==> src/rtl/hepb_pkg.sv <==
`default_nettype none
package hepb_pkg;

  // event codes and length bytes (length counts the bytes after it)
  localparam logic [7:0] EV_CONN_TIMING = 8'h89;
  localparam logic [7:0] EV_KEY_SHOW = 8'h8e;
  localparam logic [7:0] EV_KEY_ENTRY = 8'h8f;
  localparam logic [7:0] EV_CREDIT = 8'h8a;
  localparam logic [7:0] LEN_CONN_TIMING = 8'h07;
  localparam logic [7:0] LEN_KEY_SHOW = 8'h07;
  localparam logic [7:0] LEN_KEY_ENTRY = 8'h02;
  localparam logic [7:0] LEN_CREDIT = 8'h02;
  localparam logic [7:0] KEY_KIND_PASSKEY = 8'h01;
  localparam logic [15:0] LATENCY_MAX = 16'h03e8;
  localparam logic [7:0] ASCII_ZERO = 8'h30;
  localparam logic [7:0] ASCII_NINE = 8'h39;

  // register byte offsets
  localparam logic [7:0] OFS_CTRL = 8'h00;
  localparam logic [7:0] OFS_CONN = 8'h04;
  localparam logic [7:0] OFS_TIMEOUT = 8'h08;
  localparam logic [7:0] OFS_PASSKEY = 8'h0c;
  localparam logic [7:0] OFS_STATUS = 8'h10;

  // field positions
  localparam int CTRL_CFG_DONE = 0;
  localparam int CTRL_MITM = 1;
  localparam int CTRL_IO_CAP = 2;
  localparam int STAT_BUSY = 0;
  localparam int STAT_KEY_WAIT = 1;
  localparam int STAT_BOND_FAIL = 2;

  // reset values
  localparam logic [2:0] CTRL_RST = 3'h0;
  localparam logic [31:0] CONN_RST = 32'h0000_0000;
  localparam logic [15:0] TIMEOUT_RST = 16'h0000;
  localparam logic [23:0] PASSKEY_RST = 24'h00_0000;

  // passkey supply deadline
  localparam longint KEY_WAIT_S = 30;
  localparam longint CLK_HZ = 50_000_000;
  localparam logic [31:0] KEY_WAIT_CYC = 32'(KEY_WAIT_S * CLK_HZ);

  typedef enum logic [1:0] {
    HEPB_IDLE = 2'b01,
    HEPB_SEND = 2'b10
  } hepb_state_e;

  typedef enum logic [3:0] {
    HEPB_K_TIMING = 4'b0001,
    HEPB_K_SHOW = 4'b0010,
    HEPB_K_ENTRY = 4'b0100,
    HEPB_K_CREDIT = 4'b1000
  } hepb_kind_e;

  typedef struct packed {
    logic [7:0] data;
    logic last;
  } hepb_byte_s;

endpackage
`default_nettype wire

==> src/rtl/hepb_builder.sv <==
// The placing of the registers and register access over APB are this design's own decisions.
`timescale 1ns/1ps
`default_nettype none

// How it works
// [RULE1] timing report: code 0x89, length 7
// [RULE2] report on connect and on parameter update
// [RULE3] interval sent msb first, 1.25 ms units
// [RULE4] latency sent lsb first, capped 0x03e8
// [RULE5] link-loss timeout in 10 ms units
// [RULE6] show request: code 0x8e, length 7
// [RULE7] six ascii digits, leading zeros, no null
// [RULE8] show only when configured, mitm, io ok
// [RULE9] entry request: code 0x8f, length 2, kind 0x01
// [RULE10] entry only when configured, mitm, io ok
// [RULE11] controller supplies passkey within 30 s
// [RULE12] no passkey in 30 s: fail, drop link
// [RULE13] credit return: code 0x8a, length 2
// [RULE14] credits freed since last return
// [RULE15] length, code, then content in order
// [RULE16] controller tracks credits, stalls at zero; the controller model counts credits but never stalls on them
module hepb_builder #(
  parameter int ADDR_W = 8,
  parameter logic [31:0] KEY_WAIT_CYCLES = hepb_pkg::KEY_WAIT_CYC
) (
  // clock, reset, enable
  input wire logic clk_sys,
  input wire logic resetn,
  input wire logic clk_en,
  // apb slave
  input wire logic psel,
  input wire logic penable,
  input wire logic pwrite,
  input wire logic [ADDR_W-1:0] paddr,
  input wire logic [31:0] pwdata,
  output logic [31:0] prdata,
  output logic pready,
  output logic pslverr,
  // link and pairing events, one-cycle pulses
  input wire logic conn_established,
  input wire logic conn_params_updated,
  input wire logic pair_show_req,
  input wire logic pair_entry_req,
  input wire logic passkey_supply_command,
  input wire logic data_cmd_freed,
  // pairing outcome, one-cycle pulses
  output logic bond_fail,
  output logic link_terminate,
  // event byte stream
  output hepb_pkg::hepb_byte_s tx_byte,
  output logic tx_valid,
  input wire logic tx_ready
);
  import hepb_pkg::*;

  function automatic logic [7:0] digit_ascii(input logic [3:0] nib);
    digit_ascii = (nib > 4'h9) ? ASCII_NINE : (ASCII_ZERO | {4'h0, nib});
  endfunction

  logic [2:0] ctrl;
  logic [31:0] conn;
  logic [15:0] link_timeout;
  logic [23:0] passkey;
  logic bond_failed;
  hepb_state_e state;
  hepb_kind_e kind;
  logic [63:0] frm;
  logic [3:0] left;
  logic timing_pend, show_pend, entry_pend;
  logic [7:0] credit;
  logic key_wait;
  logic [31:0] wait_cnt;
  logic skid_v;
  hepb_byte_s skid;
  logic pair_ok, push, take, fr_last, key_expire;
  logic take_timing, take_show, take_entry, take_credit;
  logic wr_acc;
  logic [15:0] lat_capped;

  assign pair_ok = ctrl[CTRL_CFG_DONE] & ctrl[CTRL_MITM] & ctrl[CTRL_IO_CAP];
  assign push = (state == HEPB_SEND) & ~skid_v;
  assign fr_last = (left == 4'h1);
  assign take = (state == HEPB_IDLE);
  assign take_timing = take & timing_pend;
  assign take_show = take & ~timing_pend & show_pend;
  assign take_entry = take & ~timing_pend & ~show_pend & entry_pend;
  assign take_credit = take & ~timing_pend & ~show_pend & ~entry_pend
                       & (credit != 8'h00);
  assign key_expire = key_wait & (wait_cnt == KEY_WAIT_CYCLES - 32'h1)
                      & ~passkey_supply_command;
  assign wr_acc = psel & penable & pready & pwrite;
  assign lat_capped = (conn[31:16] > LATENCY_MAX) ? LATENCY_MAX : conn[31:16];

  // apb: zero wait states, answer registered in the setup cycle
  always_ff @(posedge clk_sys) begin
    if (!resetn) begin
      pready <= 1'b0;
      pslverr <= 1'b0;
      prdata <= 32'h0000_0000;
    end else if (clk_en) begin
      pready <= psel & ~penable;
      pslverr <= 1'b0;
      prdata <= 32'h0000_0000;
      if (psel & ~penable) begin
        if (paddr == ADDR_W'(OFS_CTRL)) begin
          prdata <= {29'h0, ctrl};
        end else if (paddr == ADDR_W'(OFS_CONN)) begin
          prdata <= conn;
        end else if (paddr == ADDR_W'(OFS_TIMEOUT)) begin
          prdata <= {16'h0, link_timeout};
        end else if (paddr == ADDR_W'(OFS_PASSKEY)) begin
          prdata <= {8'h0, passkey};
        end else if (paddr == ADDR_W'(OFS_STATUS)) begin
          prdata <= {16'h0, credit, 5'h0, bond_failed, key_wait,
                     state == HEPB_SEND};
        end else begin
          pslverr <= 1'b1;
        end
      end
    end
  end

  always_ff @(posedge clk_sys) begin
    if (!resetn) begin
      ctrl <= CTRL_RST;
      conn <= CONN_RST;
      link_timeout <= TIMEOUT_RST;
      passkey <= PASSKEY_RST;
    end else if (clk_en && wr_acc) begin
      if (paddr == ADDR_W'(OFS_CTRL)) begin
        ctrl <= pwdata[2:0];
      end else if (paddr == ADDR_W'(OFS_CONN)) begin
        conn <= pwdata;
      end else if (paddr == ADDR_W'(OFS_TIMEOUT)) begin
        link_timeout <= pwdata[15:0];
      end else if (paddr == ADDR_W'(OFS_PASSKEY)) begin
        passkey <= pwdata[23:0];
      end
    end
  end

  // sticky failure flag; a new failure beats a clear
  always_ff @(posedge clk_sys) begin
    if (!resetn) begin
      bond_failed <= 1'b0;
    end else if (clk_en) begin
      bond_failed <= key_expire | (bond_failed & ~(wr_acc
        & (paddr == ADDR_W'(OFS_STATUS)) & pwdata[STAT_BOND_FAIL]));
    end
  end

  // pending events; a new event in the take cycle stays pending
  always_ff @(posedge clk_sys) begin
    if (!resetn) begin
      timing_pend <= 1'b0;
      show_pend <= 1'b0;
      entry_pend <= 1'b0;
    end else if (clk_en) begin
      // [RULE2] connect or update
      timing_pend <= conn_established | conn_params_updated
                     | (timing_pend & ~take_timing);
      // [RULE8] gated show request
      show_pend <= (pair_show_req & pair_ok) | (show_pend & ~take_show);
      // [RULE10] gated entry request
      entry_pend <= (pair_entry_req & pair_ok) | (entry_pend & ~take_entry);
    end
  end

  // credits freed since the snapshot taken at the last return
  always_ff @(posedge clk_sys) begin
    if (!resetn) begin
      credit <= 8'h00;
    end else if (clk_en) begin
      // [RULE14] snapshot and restart
      if (take_credit) begin
        credit <= {7'h0, data_cmd_freed};
      end else if (data_cmd_freed && credit != 8'hff) begin
        credit <= credit + 8'h01;
      end
    end
  end

  // framer: load a whole packet, then shift bytes out lowest first
  always_ff @(posedge clk_sys) begin
    if (!resetn) begin
      state <= HEPB_IDLE;
      kind <= HEPB_K_TIMING;
      frm <= 64'h0;
      left <= 4'h0;
    end else if (clk_en) begin
      case (state)
        HEPB_IDLE: begin
          // [RULE15] length, code, content
          if (take_timing) begin
            // [RULE1] [RULE3] [RULE4] [RULE5] timing layout
            frm <= {link_timeout[15:8], link_timeout[7:0],
                    lat_capped[15:8], lat_capped[7:0],
                    conn[7:0], conn[15:8], EV_CONN_TIMING, LEN_CONN_TIMING};
            kind <= HEPB_K_TIMING;
            left <= 4'h8;
            state <= HEPB_SEND;
          end else if (take_show) begin
            // [RULE6] [RULE7] ascii digits, first digit leads
            frm <= {digit_ascii(passkey[3:0]), digit_ascii(passkey[7:4]),
                    digit_ascii(passkey[11:8]), digit_ascii(passkey[15:12]),
                    digit_ascii(passkey[19:16]),
                    digit_ascii(passkey[23:20]), EV_KEY_SHOW, LEN_KEY_SHOW};
            kind <= HEPB_K_SHOW;
            left <= 4'h8;
            state <= HEPB_SEND;
          end else if (take_entry) begin
            // [RULE9] entry layout
            frm <= {40'h0, KEY_KIND_PASSKEY, EV_KEY_ENTRY, LEN_KEY_ENTRY};
            kind <= HEPB_K_ENTRY;
            left <= 4'h3;
            state <= HEPB_SEND;
          end else if (take_credit) begin
            // [RULE13] credit layout
            frm <= {40'h0, credit, EV_CREDIT, LEN_CREDIT};
            kind <= HEPB_K_CREDIT;
            left <= 4'h3;
            state <= HEPB_SEND;
          end
        end
        HEPB_SEND: begin
          if (push) begin
            frm <= {8'h00, frm[63:8]};
            left <= left - 4'h1;
            if (fr_last) begin
              state <= HEPB_IDLE;
            end
          end
        end
        default: state <= HEPB_IDLE;
      endcase
    end
  end

  // two-entry buffer: output stage plus skid, so a stall loses nothing
  always_ff @(posedge clk_sys) begin
    if (!resetn) begin
      tx_valid <= 1'b0;
      tx_byte <= '0;
      skid_v <= 1'b0;
      skid <= '0;
    end else if (clk_en) begin
      if (!tx_valid || tx_ready) begin
        if (skid_v) begin
          tx_byte <= skid;
          skid_v <= 1'b0;
        end else if (push) begin
          tx_byte <= '{data: frm[7:0], last: fr_last};
        end
        tx_valid <= skid_v | push;
      end else if (push) begin
        skid <= '{data: frm[7:0], last: fr_last};
        skid_v <= 1'b1;
      end
    end
  end

  // deadline starts when the entry request leaves the framer
  always_ff @(posedge clk_sys) begin
    if (!resetn) begin
      key_wait <= 1'b0;
      wait_cnt <= 32'h0;
      bond_fail <= 1'b0;
      link_terminate <= 1'b0;
    end else if (clk_en) begin
      // [RULE12] fail and drop on expiry
      bond_fail <= key_expire;
      link_terminate <= key_expire;
      if (push && fr_last && kind == HEPB_K_ENTRY) begin
        key_wait <= 1'b1;
        wait_cnt <= 32'h0;
      end else if (passkey_supply_command || key_expire) begin
        // [RULE11] supply ends the wait
        key_wait <= 1'b0;
        wait_cnt <= 32'h0;
      end else if (key_wait) begin
        wait_cnt <= wait_cnt + 32'h1;
      end
    end
  end
endmodule

`default_nettype wire

==> config.mk <==
export PLATFORM = sky130hd
export DESIGN_NAME = hepb_builder
export DESIGN_NICKNAME = d
export VERILOG_FILES = /design/src/rtl/hepb_pkg.sv /design/src/rtl/hepb_builder.sv
export SDC_FILE = /design/constraint.sdc
export NUM_CORES = 1
export LEC_CHECK = 0
export BUFFER_PORTS_ARGS = -buffer_cell sky130_fd_sc_hd__buf_2
export CORE_AREA = 5 5 158 160
export CTS_CLUSTER_SIZE = 40
export DETAILED_ROUTE_END_ITERATION = 6
export DIE_AREA = 0 0 163 165
export PLACE_DENSITY = 0.74
export SYNTH_ARGS = -nofsm -noshare
export SYNTH_HDL_FRONTEND = slang
export SYNTH_SLANG_ARGS = --single-unit
==> constraint.sdc <==
create_clock -name clk_sys -period 2.85 [get_ports clk_sys]
set_clock_uncertainty 0.05 [all_clocks]
set_input_delay 0.1425 -clock clk_sys [delete_from_list [all_inputs] [get_ports clk_sys]]
set_output_delay 0.1425 -clock clk_sys [all_outputs]
set_load 0.03 [all_outputs]
======== After elaboration in Yosys (flattened, before gate mapping) ========
Index checks and enable logic that the tools add are counted.
word-level totals
  bits in registers ....................... 249
  output and inout port bits .............. 46
operators by class
  $add $sub $neg .......................... 3
  $lt $le $gt $ge ......................... 7
  eq/ne operators ......................... 13
  multiplexer cells ....................... 53
  bitwise logic cells ..................... 44
  reductions and logical operators ........ 30
operators by type and width
  operator                                                                            number
  64-bit 2-to-1 mux                                                                   5
  32-bit 2-to-1 mux                                                                   6
  64-bit one-hot mux with 2 select lines                                              1
  4-bit 2-to-1 mux                                                                    15
  24-bit 2-to-1 mux                                                                   2
  32-bit by 1-bit adder with 32-bit output (second input constant)                    1
  32-bit by 31-bit == test with 1-bit output (second input constant)                  1
  16-bit 2-to-1 mux                                                                   2
  1-bit AND                                                                           24
  4-bit greater-than comparator (second input constant)                               6
  9-bit 2-to-1 mux                                                                    2
  8-bit by 4-bit == test with 1-bit output (second input constant)                    2
  16-bit by 10-bit greater-than comparator with 1-bit output (second input constant)  1
  8-bit 2-to-1 mux                                                                    2
  1-bit inverter                                                                      14
  2-bit 2-to-1 mux                                                                    6
  2-bit AND reduction                                                                 6
  3-bit AND reduction                                                                 4
  4-bit AND reduction                                                                 3
  1-bit 2-to-1 mux                                                                    10
  2-bit nonzero test                                                                  5
  8-bit by 1-bit adder with 8-bit output (second input constant)                      1
  8-bit by 3-bit == test with 1-bit output (second input constant)                    1
  8-bit by 5-bit == test with 1-bit output (second input constant)                    1
  other kinds (19)                                                                    29

======== Logic depth before layout (Yosys ltp) ========
  depth after elaboration ................. 10
  depth in mapped cells ................... 10
  depth with buffers taken out ............ 7

======== Least setup slack after synthesis ========
Ideal clock, no wire load.
  path kind ............................... reg2reg
  start point ............................. register state[1]
  end point ............................... register left[3]
  data arrival time ....................... 1.850 ns
  data required time ...................... 2.668 ns
  setup slack ............................. 0.818 ns
  cell stages (with the launch flop) ...... 11
  buffers on the path ..................... 3
  cells stage by stage .................... dfxtp_1 > inv_1 > ha_1 > or4b_4 > nand3b_4 > and4b_1 > buf_2 > buf_6 > buf_6 > o21ai_0 > a21oi_1
on the way
  cells in the longest elaborated chain, start to end .. 8
  elaborated cells on any way between the ends .. 18
  classes of those cells .................. 4 x eq/ne; 4 x mux; 8 x bitwise; 2 x reduce/logical
ends and longest elaborated chain
  element                                       RTL line                                                    text
  start, declared                               hepb_builder.sv:65                                          hepb_state_e state;
  start signal, assigned                        hepb_builder.sv:186                                         state <= HEPB_IDLE;
  start signal, assigned                        hepb_builder.sv:201                                         state <= HEPB_SEND;
  start signal, assigned                        hepb_builder.sv:210                                         state <= HEPB_SEND;
  2-bit by 1-bit == test with 1-bit output (*)  hepb_builder.sv:83                                          assign take = (state == HEPB_IDLE);
  net take                                      hepb_builder.sv:75                                          logic pair_ok, push, take, fr_last, key_expire;
  1-bit AND                                     hepb_builder.sv:85, hepb_builder.sv:86, hepb_builder.sv:87
  1-bit AND                                     hepb_builder.sv:86, hepb_builder.sv:87
  1-bit AND                                     hepb_builder.sv:86                                          assign take_entry = take & ~timing_pend & ~show_pend & entry_pend;
  4-bit 2-to-1 mux                              hepb_builder.sv:211                                         end else if (take_entry) begin
  4-bit 2-to-1 mux                              hepb_builder.sv:202                                         end else if (take_show) begin
  4-bit 2-to-1 mux                              hepb_builder.sv:194                                         if (take_timing) begin
  4-bit one-hot mux with 2 select lines         hepb_builder.sv:191                                         case (state)
  end signal, assigned                          hepb_builder.sv:228                                         left <= left - 4'h1;
  end, declared                                 hepb_builder.sv:68                                          logic [3:0] left;
The timed path passes the listed nets; every way through them passes the cells marked *.
A chain may end at the register's enable or synchronous reset.

======== Worst setup path after layout ========
  start point ............................. register wait_cnt[0]
  end point ............................... register wait_cnt[6]
on the way
  cells in the longest elaborated chain, start to end .. 6
  elaborated cells on any way between the ends .. 10
  classes of those cells .................. 1 x add/sub; 1 x eq/ne; 3 x mux; 2 x bitwise; 3 x reduce/logical
ends and longest elaborated chain
  element                                                                           RTL line             text
  start, declared                                                                   hepb_builder.sv:72   logic [31:0] wait_cnt;
  start signal, assigned                                                            hepb_builder.sv:281  wait_cnt <= wait_cnt + 32'h1;
  branches (longest 6 deep; another with 32-bit by 1-bit adder with 32-bit output)  -
Several ways; the timed one is not identified. The select of a mux whose other input is x is not followed.

==> run summary <==
- **master cell of the clock root buffer** clkbuf_16
- **Util after Layout** 58.7%
- **setup repair after global routing missed its margin** no
- **worst hold slack after final layout** 0.0689 ns
- **Ys Warns** 0
- **Switching Fraction** 24.7%
- **top post-synthesis cells by area** dfxtp_1, nand2_1, a21oi_1, nor2_1, mux2i_1
- **Total Neg Setup Slack** 0 ns
- **synthesized area** 0.0115 mm2
- **I/O pins** 99
- **number of violations reported at the end of detailed-routing iteration 0** 1,176
- **Gate Count Post-Synth** 1,433
- **HPWL reported at the end of detailed placement** 23,500 um
- **switching power summed over all nets** 2.06 mW
- **Final Power** 8.33 mW
- **syn_area_per_cell** 8.03 um2
- **horizontal extent of the die** 163 um
- **Post-CTS Hold Buffers** 41
- **clock transition at the registers of the reported paths** 0.06 ns
- **area added between synthesis and finish** 18.7%
- **number of flops mapped to enable cells by yosys** 0
- **residual overflow from global routing** 0
- **count of buffers from port buffering** 98
- **fraction of the yosys area taken by sequential cells** 43.3%
- **CTS Sinks** 249
- **Maximum Capacitance Violations** 0
- **row cnt** 56
- **count of antenna diodes in the layout** 0
- **vias in the first global route** 10,500
- **clock network power share** 45.8%
- **net count of the mapped netlist** 1,493
- **worst endpoint data arrival time** 2.67 ns
- **global-route wire length before repair** 55,900 um
- **proportion of power drawn by flip-flops and latches** 43.5%
- **final period utilization** 80.6%
- **number of vias per cell after detailed routing** 6.03
- **DRC violations left** 0
- **most used flip-flop cell after synthesis** dfxtp_1
- **largest buffer count on any clock path** 3
- **Required @ worst endpoint** 3.23 ns
- **internal cell power** 6.27 mW
- **maximum level of the CTS H-tree** 1
- **number of antenna violations at the first check in global routing** 1
- **total global-route track usage** 25.3%
- **kind of critical path** reg -> reg
- **power density over the cells** 609 mW/mm2
- **worst max-slew margin expressed relative to the limit** 33.8%
- **Die Ht** 165 um
- **count of cell types in the netlist** 79
- **area of the core** 0.0233 mm2
- **Comb power frac** 10.7%
- **transition time at the pin with the least slew margin** 0.993 ns
- **Total Routed Length** 34,500 um
- **cell with the most instances after synthesis** nand2_1
- **status** finished, final reports clean
- **maximum number of pins on one net before global-route repair** 83
- **clock tree from TritonCTS** built
- **cell taking the most area after synthesis** dfxtp_1
- **# resized after CTS** 0
- **count of nets left with antenna violations after detail routing** 0
- **setup slack at placement** 0.578 ns
- **vias after detailed routing** 11,200
- **number of setup buffers added after CTS** 0
- **maximum fanout along the worst path** 7
- **1st-pass router iterations** 6
- **wire length per cell after detailed routing** 18.6 um
- **Worst IR Drop VDD** 0.391 mV
- **FMAX** 435 MHz
- **net total in the final layout** 1,579
- **Filler Cell Count** 2,144
- **synthesis-stage register bit count** 249
- **Clk Latency, worst-skew pair** 0.54 ns
- **floorplan die area** 0.0269 mm2
- **time the final worst path needs with I/O delays and setup** 2.30 ns
- **Worst Setup End Kind** flip-flop
- **Worst Setup Start Kind** flip-flop
- **most used standard cells in the synthesized netlist** nand2_1, dfxtp_1, a21oi_1
- **proportion of register bits with asynchronous set or reset after synthesis** 0%
- **max-slew violation count** 0
- **final worst setup slack** 0.552 ns
- **Inserted Clock Buffers** 26
- **share of the synthesized area in the top cell type** 43.3%
- **fraction of final layout cells with drive strength greater than 1** 14.3%
- **Final setup viols** 0
- **initial standard-cell utilization of the core** 49.5%
- **gp weighted congestion** 0.977
- **final hold violation count** 0
- **path class of the lowest-slack min-delay path** in -> reg
- **LEAKAGE** 4.71 nW
[metal layers]
metal,up-vias,track usage [%],routed length [um]
met3,97,4.72,2770
li1,5347,-,-
met5,-,0,13
met2,493,40.0,15400
met4,2,10.5,1580
met1,5258,34.1,14800
[cells in the final DEF (no fill, tap or decap), drive strengths merged, types with 6 or more instances in the layout]
cell type	Yosys	routed
nand2	271	271
or3	9	9
or4	12	12
buf	34	136
o21ai	39	39
nand2b	10	10
nand3	48	48
nand4	17	17
dfxtp	249	249
ha	7	7
bufinv	0	6
and2	7	7
a311oi	9	9
a22oi	33	33
a22o	12	12
nor3	22	22
mux2i	34	34
nor4	15	15
nand4b	10	10
o22ai	18	18
inv	20	20
nor2b	9	9
o21a	6	6
clkinv	0	6
a21oi	188	188
clkbuf	85	34
dlygate4sd3	0	41
a211oi	31	31
nor2	102	102
a221o	6	6
and3	11	11
a31oi	14	14
o211ai	24	24
xnor2	6	6
and4	11	11
[worst max-delay path, stage by stage (launching register included)]
cell and delay, ns:
dfxtp_1 0.43, ha_1 0.23, nand4b_1 0.14, or4_1 0.56, o21ai_2 0.36, o21ai_0 0.16, a32o_1 0.28
[registers in the layout, summed over array words and instances (netlist names)]
register	count
skid	9
skid_v	1
tx_valid	1
wait_cnt	32
left	4
kind	4
pready	1
conn	32
timing_pend	1
state	2
link_timeout	16
tx_byte	9
frm	64
ctrl	3
prdata	32
bond_failed	1
passkey	24
entry_pend	1
link_terminate	1
pslverr	1
credit	8
key_wait	1
show_pend	1
[final timing paths]
| check | end | slack (ns) | start | cells after the start |
|---|---|---|---|---|
| setup / recovery | wait_cnt[6] | 0.55 | wait_cnt[0] | 6 |
| hold / removal | pslverr | 0.07 | penable | 5 |
| setup reg to reg | wait_cnt[6] | 0.55 | wait_cnt[0] | 6 |
| hold reg to reg | frm[23] | 0.40 | frm[23] | 2 |
[kinds of logic after synthesis]
group | count (synthesis) | synth area share [%]
AND/OR/NAND/NOR | 579 | 24.4
AO/OA/AOI/OAI | 419 | 23.2
flip-flops | 249 | 43.3
buffers and inverters | 139 | 4.93
multiplexers | 34 | 2.96
adder cells (fa/ha/maj) | 7 | 0.761
XOR/XNOR | 6 | 0.457
[final cells by class]
cell class | instances | area (um2) | area share [%]
Multi-Input combinational cell | 1045 | 5970 | 43.7
Sequential cell | 249 | 4980 | 36.5
Timing Repair Buffer | 177 | 1250 | 9.14
Clock buffer | 34 | 741 | 5.42
Tap cell | 319 | 399 | 2.92
Clock inverter | 14 | 236 | 1.73
Inverter | 20 | 80.1 | 0.586
[stage by stage]
step	instances	instance area, um2
after floorplan	1433	11500
after global placement	1769	12300
after detailed placement	1769	12300
after CTS	1858	13700
after global routing	1858	13700
final	1858	13700
[power by group through the flow]
stage          combinational, mW  sequential, mW  clock, mW
2_1_floorplan              0.577            3.70          0
3_3_place_gp               0.813            3.70          0
3_5_place_dp               0.826            3.70          0
4_1_cts                    0.876            3.62       3.88
5_1_grt                    0.971            3.63       4.03
6_report                   0.887            3.63       3.81
(Power assumes the default switching activity.)
